### src/hdl/exc_pkg.sv
/*
  Shared constants and types for the exception entry sequencer: status word
  field positions, vector source codes, the short frame length and stack kinds.
  Assumes a 16-bit status word and 32-bit addresses and data.
*/
package exc_pkg;
  // status word field positions
  localparam int unsigned SR_TRACE_HI = 15;
  localparam int unsigned SR_TRACE_LO = 14;
  localparam int unsigned SR_SUPER = 13;
  localparam int unsigned SR_MASTER = 12;
  localparam int unsigned SR_MASK_LO = 8;
  localparam int unsigned SR_MASK_W = 3;
  localparam logic [15:0] SR_RESET = 16'h2700;
  // exception kinds
  localparam logic [1:0] KIND_INTERNAL = 2'h0;
  localparam logic [1:0] KIND_IRQ = 2'h1;
  localparam logic [1:0] KIND_COPROC = 2'h2;
  localparam logic [1:0] KIND_RESET = 2'h3;
  // reset vector number
  localparam logic [7:0] VEC_RESET = 8'h00;
  // short frame length in 16-bit words
  localparam logic [4:0] SHORT_FRAME_WORDS = 5'h04;
  // vector offset shift: number times four
  localparam int unsigned VEC_SHIFT = 2;
  // stack pointer select codes
  localparam logic [1:0] STK_NONE = 2'h0;
  localparam logic [1:0] STK_MASTER = 2'h1;
  localparam logic [1:0] STK_IRQ = 2'h2;
endpackage : exc_pkg

### src/hdl/exception_entry_sequencer.sv
/*
  Exception entry sequencer: snapshot and change the status word, find the
  vector number, stack the frame on the right supervisor stack, fetch the
  new program counter and release execution.
  Assumes a simple bus master outside that serves one request at a time
  and pulses a done signal with read data; the core supplies its state.
  The core must reload its stack pointers from the outputs after RESUME.
*/
// Local design decisions: the address map and strobed register access.
`timescale 1ns/1ps

// Summary of operation
// - entry runs four ordered steps: status, vector, stack, vector fetch.
// - the status word is copied before any state bit changes.
// - supervisor bit is set after the copy.
// - both trace control bits are cleared on entry.
// - reset and interrupts also load the interrupt priority mask.
// - interrupt vector comes from an interrupt acknowledge read.
// - coprocessor exceptions use the vector from its response.
// - internal exceptions take the internally generated vector; reset takes the fixed reset vector number.
// - frame size depends on type and execution point, on supervisor stack.
// - interrupt with master bit set clears it and copies short frame.
// - reset clears master bit only, no frame, then reads reset vector.
// - master bit set selects master stack for task exceptions.
// - interrupts clear master bit and use interrupt stack pointer.
// - vector offset is vector number shifted left by two.
// - vector address is vector base plus the offset.
// - load new program counter from vector, then resume execution.
module exception_entry_sequencer (
  input wire logic CLK,
  input wire logic RESET_N,
  input wire logic EXC_REQ,
  input wire logic [1:0] EXC_KIND,
  input wire logic [7:0] INT_VECTOR,
  input wire logic [7:0] COPROC_VECTOR,
  input wire logic [4:0] FRAME_WORDS,
  input wire logic [15:0] FRAME_WORD [0:15],
  input wire logic [15:0] STATUS_IN,
  input wire logic [31:0] MASTER_STACK_POINTER_IN,
  input wire logic [31:0] INTERRUPT_STACK_POINTER_IN,
  input wire logic [31:0] VECTOR_BASE_REG,
  input wire logic [2:0] IRQ_LEVEL_INPUTS,
  output logic BUS_REQ,
  output logic BUS_WRITE,
  output logic BUS_IACK,
  output logic [31:0] BUS_ADDR,
  output logic [15:0] BUS_WDATA,
  input wire logic BUS_DONE,
  input wire logic [31:0] BUS_RDATA,
  output logic BUSY,
  output logic [15:0] STATUS_SAVED,
  output logic [15:0] STATUS_OUT,
  output logic [31:0] MASTER_STACK_POINTER_OUT,
  output logic [31:0] INTERRUPT_STACK_POINTER_OUT,
  output logic [7:0] VECTOR_NUMBER,
  output logic [31:0] NEW_PC,
  output logic RESUME
);
  // one-hot step codes; the copy step only runs for an interrupt that
  // arrives while the master stack is in use
  typedef enum logic [6:0] {
    ST_IDLE = 7'h01,
    ST_STATUS = 7'h02,
    ST_VECTOR = 7'h04,
    ST_STACK = 7'h08,
    ST_COPY = 7'h10,
    ST_FETCH = 7'h20,
    ST_RESUME = 7'h40
  } state_e;

  // all that the sequencer keeps between steps; the status copy and the
  // working status word are separate so the copy never sees a change
  typedef struct packed {
    state_e st;
    logic [1:0] kind;
    logic [2:0] level;
    logic [15:0] saved;
    logic [15:0] status;
    logic [31:0] master_stack_pointer;
    logic [31:0] interrupt_stack_pointer;
    logic [7:0] vec;
    logic [31:0] pc;
    logic [1:0] stk;
    logic fw_start;
    logic resume;
  } seq_s;

  seq_s q, d;

  // frame writer handshake and the values that feed it
  logic fw_done;
  logic fw_wr_req;
  logic [31:0] fw_sp;
  logic [31:0] fw_addr;
  logic [15:0] fw_data;
  logic [31:0] fw_sp_in;
  logic [4:0] fw_words;
  logic [31:0] vec_addr;

  ////////////////////////////////////////////////////////////////////////////
  // vector address: base plus number times four; the sum wraps at 32 bits,
  // so a base near the top of memory folds the table back to address zero
  assign vec_addr = VECTOR_BASE_REG + (32'(q.vec) << exc_pkg::VEC_SHIFT);

  // the frame writer pushes on whichever stack the stacking step chose
  assign fw_sp_in = (q.stk == exc_pkg::STK_MASTER) ? q.master_stack_pointer : q.interrupt_stack_pointer;
  // the copy pass repeats only the short frame on the interrupt stack
  assign fw_words = (q.st == ST_COPY) ? exc_pkg::SHORT_FRAME_WORDS : FRAME_WORDS;

  // one writer serves both the frame and the copy pass; its busy flag is
  // not needed here, the done pulse alone ends each pass
  frame_writer u_frame_writer (
    .clk(CLK),
    .reset_n(RESET_N),
    .start(q.fw_start),
    .sp_in(fw_sp_in),
    .words(fw_words),
    .frame_word(FRAME_WORD),
    .busy(),
    .sp_out(fw_sp),
    .wr_req(fw_wr_req),
    .wr_addr(fw_addr),
    .wr_data(fw_data),
    .wr_done(BUS_DONE && fw_wr_req),
    .done(fw_done)
  );

  ////////////////////////////////////////////////////////////////////////////
  // sequencer: one step at a time, each waits for its bus work to finish
  always_comb begin
    d = q;
    d.fw_start = 1'b0;
    d.resume = 1'b0;
    case (q.st)
      ST_IDLE: begin
        // a request is only looked at here; one raised during an entry is
        // dropped without notice, so the core holds it until BUSY falls
        if (EXC_REQ) begin
          d.kind = EXC_KIND;
          d.level = IRQ_LEVEL_INPUTS;
          d.saved = STATUS_IN; // copy taken before any change
          d.status = STATUS_IN;
          // both pointers are copied now; only a stack that takes a frame or a copy moves later
          d.master_stack_pointer = MASTER_STACK_POINTER_IN;
          d.interrupt_stack_pointer = INTERRUPT_STACK_POINTER_IN;
          d.st = ST_STATUS;
        end
      end
      ST_STATUS: begin
        // step one: supervisor on and tracing off for every kind
        d.status[exc_pkg::SR_SUPER] = 1'b1;
        d.status[exc_pkg::SR_TRACE_HI] = 1'b0;
        d.status[exc_pkg::SR_TRACE_LO] = 1'b0;
        // only reset and interrupts move the mask; the rest keep theirs
        if (q.kind == exc_pkg::KIND_RESET) begin
          d.status[exc_pkg::SR_MASK_LO +: exc_pkg::SR_MASK_W] = 3'h7;
        end else if (q.kind == exc_pkg::KIND_IRQ) begin
          d.status[exc_pkg::SR_MASK_LO +: exc_pkg::SR_MASK_W] = q.level;
        end
        d.st = ST_VECTOR;
      end
      ST_VECTOR: begin
        // step two: the vector source follows the kind taken at entry
        case (q.kind)
          exc_pkg::KIND_IRQ: begin
            // acknowledge read; the interrupter places the number
            // the number sits in the low byte; upper bits are ignored
            if (BUS_DONE) begin
              d.vec = BUS_RDATA[7:0];
              d.st = ST_STACK;
            end
          end
          exc_pkg::KIND_COPROC: begin
            // the response is taken as it stands in this cycle
            d.vec = COPROC_VECTOR;
            d.st = ST_STACK;
          end
          exc_pkg::KIND_RESET: begin
            d.vec = exc_pkg::VEC_RESET;
            d.st = ST_STACK;
          end
          default: begin
            d.vec = INT_VECTOR;
            d.st = ST_STACK;
          end
        endcase
      end
      ST_STACK: begin
        // step three: the first cycle picks a stack and starts the writer,
        // later cycles wait for its done pulse
        if (q.stk == exc_pkg::STK_NONE) begin
          // reset builds no frame and goes straight to the vector fetch
          if (q.kind == exc_pkg::KIND_RESET) begin
            d.status[exc_pkg::SR_MASTER] = 1'b0; // no frame for reset
            d.st = ST_FETCH;
          end else begin
            // master bit picks the master stack for task exceptions
            if (q.status[exc_pkg::SR_MASTER]) begin
              d.stk = exc_pkg::STK_MASTER;
            end else begin
              d.stk = exc_pkg::STK_IRQ;
            end
            d.fw_start = 1'b1;
          end
        end else if (fw_done) begin
          // the writer hands back the stack pointer after its last push
          if (q.stk == exc_pkg::STK_MASTER) begin
            d.master_stack_pointer = fw_sp;
          end else begin
            d.interrupt_stack_pointer = fw_sp;
          end
          // an interrupt that was stacked on the master stack needs a copy
          if (q.kind == exc_pkg::KIND_IRQ && q.stk == exc_pkg::STK_MASTER) begin
            // interrupt leaves the master stack, short frame copied
            d.status[exc_pkg::SR_MASTER] = 1'b0;
            d.stk = exc_pkg::STK_IRQ;
            d.fw_start = 1'b1;
            d.st = ST_COPY;
          end else begin
            d.stk = exc_pkg::STK_NONE;
            d.st = ST_FETCH;
          end
        end
      end
      ST_COPY: begin
        // the short frame again, this time on the interrupt stack
        if (fw_done) begin
          d.interrupt_stack_pointer = fw_sp;
          d.stk = exc_pkg::STK_NONE;
          d.st = ST_FETCH;
        end
      end
      ST_FETCH: begin
        // step four: read the new program counter at base plus offset
        // handler fetch waits for the vector read
        if (BUS_DONE) begin
          d.pc = BUS_RDATA;
          d.st = ST_RESUME;
        end
      end
      ST_RESUME: begin
        // one-cycle release; the core starts the handler at NEW_PC
        d.resume = 1'b1;
        d.st = ST_IDLE;
      end
      default: begin
        // an illegal code falls back to idle rather than hanging the core
        d.st = ST_IDLE;
      end
    endcase
  end

  // state register; reset leaves the sequencer idle with the reset status,
  // supervisor set and the mask at its highest level
  always_ff @(posedge CLK or negedge RESET_N) begin
    if (!RESET_N) begin
      q <= '0;
      q.st <= ST_IDLE;
      q.status <= exc_pkg::SR_RESET;
      q.saved <= exc_pkg::SR_RESET;
    end else begin
      q <= d;
    end
  end

  ////////////////////////////////////////////////////////////////////////////
  // bus request mux: only one source active per step
  // the steps never overlap, so the priority order below is only a guard
  always_comb begin
    BUS_REQ = 1'b0;
    BUS_WRITE = 1'b0;
    BUS_IACK = 1'b0;
    BUS_ADDR = 32'h00000000;
    BUS_WDATA = 16'h0000;
    // acknowledge read, with the level in the low address bits
    if (q.st == ST_VECTOR && q.kind == exc_pkg::KIND_IRQ) begin
      BUS_REQ = 1'b1;
      BUS_IACK = 1'b1;
      BUS_ADDR = {29'h00000000, q.level};
    end else if (fw_wr_req) begin
      // frame and copy pushes, one word per done pulse
      BUS_REQ = 1'b1;
      BUS_WRITE = 1'b1;
      BUS_ADDR = fw_addr;
      BUS_WDATA = fw_data;
    end else if (q.st == ST_FETCH) begin
      // the vector read comes last, after every push has finished
      BUS_REQ = 1'b1;
      BUS_ADDR = vec_addr;
    end
  end

  // status, pointers, vector and program counter stand until the next entry
  assign BUSY = (q.st != ST_IDLE);
  assign STATUS_SAVED = q.saved;
  assign STATUS_OUT = q.status;
  assign MASTER_STACK_POINTER_OUT = q.master_stack_pointer;
  assign INTERRUPT_STACK_POINTER_OUT = q.interrupt_stack_pointer;
  assign VECTOR_NUMBER = q.vec;
  assign NEW_PC = q.pc;
  assign RESUME = q.resume;
endmodule : exception_entry_sequencer

### src/hdl/frame_writer.sv
/*
  Frame writer: pushes a frame of 16-bit words onto a stack, one word per
  accepted bus write, predecrementing the given stack pointer.
  Assumes the bus side answers each write with a one-cycle done pulse.
*/
`timescale 1ns/1ps
module frame_writer (
  input wire logic clk,
  input wire logic reset_n,
  input wire logic start,
  input wire logic [31:0] sp_in,
  input wire logic [4:0] words,
  input wire logic [15:0] frame_word [0:15],
  output logic busy,
  output logic [31:0] sp_out,
  output logic wr_req,
  output logic [31:0] wr_addr,
  output logic [15:0] wr_data,
  input wire logic wr_done,
  output logic done
);
  typedef struct packed {
    logic busy;
    logic [31:0] sp;
    logic [4:0] left;
    logic done;
  } fw_s;

  fw_s q, d;

  ////////////////////////////////////////////////////////////////////////////
  // next state: word index counts down so the first word lands lowest
  always_comb begin
    d = q;
    d.done = 1'b0;
    if (start && !q.busy) begin
      d.busy = 1'b1;
      d.sp = sp_in;
      d.left = words;
    end else if (q.busy && wr_done) begin
      d.sp = q.sp - 32'h00000002;
      d.left = q.left - 5'h01;
      if (q.left == 5'h01) begin
        d.busy = 1'b0;
        d.done = 1'b1;
      end
    end
  end

  always_ff @(posedge clk or negedge reset_n) begin
    if (!reset_n) begin
      q <= '0;
    end else begin
      q <= d;
    end
  end

  assign busy = q.busy;
  assign sp_out = q.sp;
  assign done = q.done;
  assign wr_req = q.busy;
  assign wr_addr = q.sp - 32'h00000002; // predecrement address
  assign wr_data = frame_word[q.left[3:0] - 4'h1];
endmodule : frame_writer

### config.mk
export PLATFORM = sky130hd
export DESIGN_NAME = exception_entry_sequencer
export DESIGN_NICKNAME = d
export VERILOG_FILES = /design/src/hdl/exc_pkg.sv /design/src/hdl/exception_entry_sequencer.sv /design/src/hdl/frame_writer.sv
export SDC_FILE = /design/constraint.sdc
export NUM_CORES = 1
export LEC_CHECK = 0
export BUFFER_PORTS_ARGS = -buffer_cell sky130_fd_sc_hd__buf_2
export CAP_MARGIN = 25
export CORE_AREA = 10 10 232 234
export DETAILED_ROUTE_END_ITERATION = 10
export DIE_AREA = 0 0 242 244
export PLACE_DENSITY = 0.61
export SYNTH_ARGS = -nofsm -noshare
export SYNTH_HDL_FRONTEND = slang
export SYNTH_SLANG_ARGS = --single-unit
### constraint.sdc
create_clock -name CLK -period 5.32 [get_ports CLK]
set_input_delay 1.064 -clock CLK [delete_from_list [all_inputs] [get_ports CLK]]
set_output_delay 1.064 -clock CLK [all_outputs]
set_load 0.01 [all_outputs]
-- Yosys cells after proc, flatten, opt, wreduce, memory -nomap -nowiden
Cells that the tools add are included.
- output and inout bits: 189
- bits in latches: 0
- word-level logic and storage cells: 135
- ROM bits: 0
- input port bits: 430
- bits in writable memories: 0
- register bits after elaboration: 191
- memories: 0
- multipliers: 0
- divide/modulo/power cells: 0
- order comparisons: 1
- eq/ne operators: 27
- reductions and logical operators: 24
- add/sub/neg operators: 4
- shift-type cells: 0
- bitwise operators: 1
- muxes and demuxes: 59
- operators by type and width (kind ; number):
    32-bit 2-to-1 mux ; 7
    64-bit 2-to-1 mux ; 2
    108-bit 2-to-1 mux ; 1
    32-bit case mux with 3 select lines ; 1
    16-bit binary-select mux with 4-bit select ; 1
    16-bit 2-to-1 mux ; 4
    32-bit case mux with 2 select lines ; 1
    7-bit 2-to-1 mux ; 7
    7-bit case mux with 6 select lines ; 1
    39-bit 2-to-1 mux ; 1
    38-bit 2-to-1 mux ; 1
    32-bit by 10-bit adder with 32-bit output ; 1
    32-bit by 2-bit subtractor with 32-bit output, second input constant ; 1
    8-bit case mux with 3 select lines ; 1
    1-bit 2-to-1 mux ; 16
    3-bit 2-to-1 mux ; 5
    3-bit inequality test, second input constant ; 5
    2-bit inequality test, second input constant ; 6
    3-bit case mux with 2 select lines ; 2
    6-bit AND reduction ; 2
    2-bit AND reduction ; 5
    5-bit AND reduction ; 2
    2-bit nonzero test ; 5
    8-bit 2-to-1 mux ; 1
    28 further kinds ; 37

-- Depth between registers and ports, before layout
- depth in word-level cells: 7
- mapped depth: 11
- depth with buffers taken out: 8

-- Modules after synthesis
From an unflattened synthesis, not the netlist that was laid out.
- cells, all modules: 1650
- area, all modules: 14139.8 um^2
- by module, submodules not included (module ; area each (um^2) ; cells each ; instances ; seq. area each (um^2)):
    exception_entry_sequencer ; 9192.6 ; 1029 ; 1 ; 3589.7
    frame_writer ; 4947.2 ; 621 ; 1 ; 975.9

-- Worst setup path after synthesis
Ideal clock, no wire load.
- path kind: flip-flop to output port
- from: register u_frame_writer.q[1] (netlist name)
- to: output port BUS_WDATA[10]
- setup slack: 0.895 ns
- cell stages (with the launch flop): 12
- buffers on the path: 6
- data arrival time: 3.361 ns
- data required time: 4.256 ns
- cell sequence: dfrtp_1 > clkbuf_1 > clkbuf_1 > buf_2 > inv_1 > ha_1 > clkbuf_1 > clkbuf_1 > clkbuf_1 > mux4_2 > mux2i_1 > a211oi_1
- longest elaborated chain between the ends: 7
- ends and longest elaborated chain (what ; RTL line ; RTL):
    from (decl) ; frame_writer.sv:29 ; fw_s q, d;
    from (signal assigned) ; frame_writer.sv:52 ; q <= '0;
    from (signal assigned) ; frame_writer.sv:54 ; q <= d;
    4-bit by 1-bit subtractor with 4-bit output ; frame_writer.sv:63 ; assign wr_data = frame_word[q.left[3:0] - 4'h1];
    4-bit inverter with 5-bit output (implied by the code) ; frame_writer.sv:63 ;
    16-bit binary-select mux with 4-bit select ; frame_writer.sv:63 ;
    16-bit 2-to-1 mux (implied by the code) (2 in series) ; frame_writer.sv:63 ;
    16-bit 2-to-1 mux ; exception_entry_sequencer.sv:280 ; end else if (fw_wr_req) begin
    16-bit 2-to-1 mux ; exception_entry_sequencer.sv:276 ; if (q.st == ST_VECTOR && q.kind == exc_pkg::KIND_IRQ) begin
    to (decl) ; exception_entry_sequencer.sv:47 ; output logic [15:0] BUS_WDATA,
No other way between the ends. The select of a mux whose other input is x is not followed.

-- Worst setup path after layout
Ends and elaborated chain as after synthesis.

==> impl_metrics.env <==
export IMPL_wl_per_cell_um=25.9
export IMPL_cts_root_buf="clkbuf_16"
export IMPL_regArea_um2=4570
export IMPL_first_global_vias=13900
export IMPL_syn_inst=1475
export IMPL_path_clk_slew_ns=0.07
export IMPL_rows=82
export IMPL_slowest_delay_ns=0.83
export IMPL_whs_ns=0.459
export IMPL_start_kind="flop"
export IMPL_antenna_found_initial=41
export IMPL_multi_input_area_um2=7590
export IMPL_die_area_um2=59000
export IMPL_period_share_pct=87.1
export IMPL_outcome="completed"
export IMPL_floorplan_initialDensity_pct=27.7
export IMPL_drt_wl_total_mm=66.8
export IMPL_synth_async_sr_flop_share_pct=100
export IMPL_io_buffers=618
export IMPL_final_hold_viol_count=0
export IMPL_synth_edf_count=0
export IMPL_grt_setup_unrepaired="no"
export IMPL_drive_gt1_share_pct=43.9
export IMPL_cts_num_sinks=182
export IMPL_core_um2=49500
export IMPL_clock_skew_ns=0.0121
export IMPL_crit_buf_inv=3
export IMPL_vias=13300
export IMPL_hold_class="flop to flop"
export IMPL_gp_congestion=0.948
export IMPL_synth_cell_types=62
export IMPL_synth_area_leaders="dfrtp_1 32%, mux4_2 11%, buf_4 7.5%, nand2_1 6.7%, mux2_4 3.3%"
export IMPL_cts_tree="built"
export IMPL_cp_end_kind="primary output"
export IMPL_min_period_ns=4.63
export IMPL_die_y_um=244
export IMPL_synth_nets=1917
export IMPL_clk_latency_ns=0.47
export IMPL_vias_per_cell=5.15
export IMPL_ys_flop_type="dfrtp_1"
export IMPL_grt_use_total_pct=21.8
export IMPL_crit_chain="inv_1 > ha_2 > buf_12 > mux4_2 > nor2b_1 > a211oi_1 > a211oi_1 > buf_2"
export IMPL_critPathMaxFanout=38
export IMPL_ys_seq_area_share_pct=33.4
export IMPL_dp_hpwl_mm=54.8
export IMPL_layout_commonest_cell="buf_2"
export IMPL_io_pins=619
export IMPL_crit_family="adder cells"
export IMPL_final_max_slew_viol_count=0
export IMPL_nets=2322
export IMPL_tns_ns=0
export IMPL_setup_viol=0
export IMPL_final_cell_mix="617 x buf_2, 243 x nand2_1, 172 x dfrtp_1, 80 x nor2_1, 73 x o21ai_0"
export IMPL_synth_top_cell_by_area="dfrtp_1"
export IMPL_grt_max_degree=100
export IMPL_synthesis_area_um2=13700
export IMPL_fmax_ghz=0.216
export IMPL_crit_top_cell="a211oi_1"
export IMPL_syn2layout_area_growth_pct=24.8
export IMPL_htreeDepth=4
export IMPL_drtIter0Drc=791
export IMPL_slew_headroom_pct=34.8
export IMPL_post_cts_buffers=0
export IMPL_ctsResizeCount=0
export IMPL_ir_drop_uv=391
export IMPL_numCtsBuffers=17
export IMPL_p_leak_nw=8.12
export IMPL_synth_top_cell_area_share_pct=31.6
export IMPL_powerDensity_nw_per_um2=623
export IMPL_cp_data_required_time_ns=4.26
export IMPL_fp_dieW_um=242
export IMPL_ys_ff_latch=182
export IMPL_grt_pass1_wl_mm=96.4
export IMPL_postCtsHoldBufs=0
export IMPL_maxCapViolCount=0
export IMPL_worstMarginPinSlew_ns=0.971
export IMPL_critical_path_slowest_cell="ha_2"
export IMPL_final_antenna_net_count=0
export IMPL_crit_arrival_ns=3.57
export IMPL_fill_cells=5238
export IMPL_drc_errors=0
export IMPL_avgSynthCellArea_um2=9.28
export IMPL_grt_ovfl_total=0
export IMPL_crit_type="flop to primary output"
export IMPL_ys_warn_count=0
export IMPL_dr_pass1_iters=5
export IMPL_cts_max_path_buffers=2
==> worst min-delay path: stages (launching register included) <==
cell and delay [ns]:
dfstp_2 0.37, nand2_1 0.05, nand2_1 0.04
==> worst paths after layout <==
| path | cells after the start | end | slack [ns] | startpoint |
|---|---|---|---|---|
| min in group asynchronous | 1 | INTERRUPT_STACK_POINTER_OUT[24] | 0.63 | RESET_N |
| max | 8 | BUS_WDATA[10] | 0.69 | u_frame_writer.q[1] |
| min | 2 | STATUS_SAVED[13] | 0.46 | STATUS_SAVED[13] |
| max reg2reg | 6 | INTERRUPT_STACK_POINTER_OUT[31] | 1.88 | q[146] |
| max in group asynchronous | 2 | q[145] | 3.69 | RESET_N |
| min reg2reg | 2 | STATUS_SAVED[13] | 0.46 | STATUS_SAVED[13] |
==> per-layer routing <==
| metal | vias to the layer above | wire length (um) | GRT usage, % |
|---|---|---|---|
| met1 | 6546 | 24100 | 23.0 |
| met3 | 117 | 4350 | 5.80 |
| met4 | 18 | 2250 | 8.88 |
| li1 | 6025 | - | - |
| met5 | - | 102 | 0 |
| met2 | 577 | 36000 | 40.6 |
==> layout make-up <==
cell class / instances / area share (%)
sequential: 182 / 26.7
timing repair buffer: 645 / 19.6
tap: 672 / 4.92
multi-input combinational: 1017 / 44.4
inverter: 17 / 0.373
antenna: 15 / 0.220
clock buffer: 20 / 2.67
clock inverter: 12 / 1.09
==> power by group <==
group	total, mW	switching (mW)	internal (mW)
sequential	2.74	0.729	2.01
clock	1.45	0.626	0.821
combinational	6.47	3.69	2.78
==> flip-flops by register name, summed over array words and instances, names as in the netlist <==
register	flops
RESUME	1
INTERRUPT_STACK_POINTER_OUT	32
u_frame_writer.sp_out	32
u_frame_writer.busy	1
u_frame_writer.q	5
STATUS_OUT	7
STATUS_SAVED	16
q	15
VECTOR_NUMBER	8
u_frame_writer.done	1
NEW_PC	32
MASTER_STACK_POINTER_OUT	32
==> synth_stat cells, types with 9 or more instances <==
master / instances
nand2_1: 244
dfrtp_1: 173
buf_4: 136
clkbuf_1: 97
nor2_1: 80
o21ai_0: 73
mux4_2: 64
a21oi_1: 47
mux2i_1: 42
nand3_1: 38
mux2_2: 36
a211oi_1: 35
xnor2_1: 35
a31oi_1: 33
mux2_4: 30
o22ai_1: 27
xor2_1: 22
nor3_1: 20
nor2b_1: 18
inv_1: 17
a221o_1: 16
o221ai_1: 15
nor4_1: 14
o211ai_1: 14
buf_1: 13
ha_1: 11
and2_1: 10
buf_2: 10
dfstp_2: 9
nand2b_1: 9
==> logic make-up (layout without fill, tap and decap cells) <==
group	after synthesis	count (layout)	synth area share [%]
mux	174	174	20.0
xor+xnor	57	57	3.65
other cells	0	15	0
simple gates	479	479	16.0
flops	182	182	33.4
buf+inv	276	694	11.6
compound gates	295	295	14.3
fa+ha+maj	12	12	1.15
==> through the flow <==
stage | total power, mW | worst slack, ns | cell area, um^2 | util (%) | instances
global placement | 9.18 | 0.581 | 16400 | 33.2 | 2532
CTS | 10.8 | 0.600 | 17000 | 34.5 | 2565
detailed placement | 9.28 | 0.867 | 16400 | 33.2 | 2533
floorplan | 7.39 | 0.895 | 13700 | - | 1475
global route | 11.4 | 0.471 | 17100 | 34.5 | 2579
finish | 10.7 | 0.689 | 17100 | 34.6 | 2580
Power figures use the tool's default switching activity.
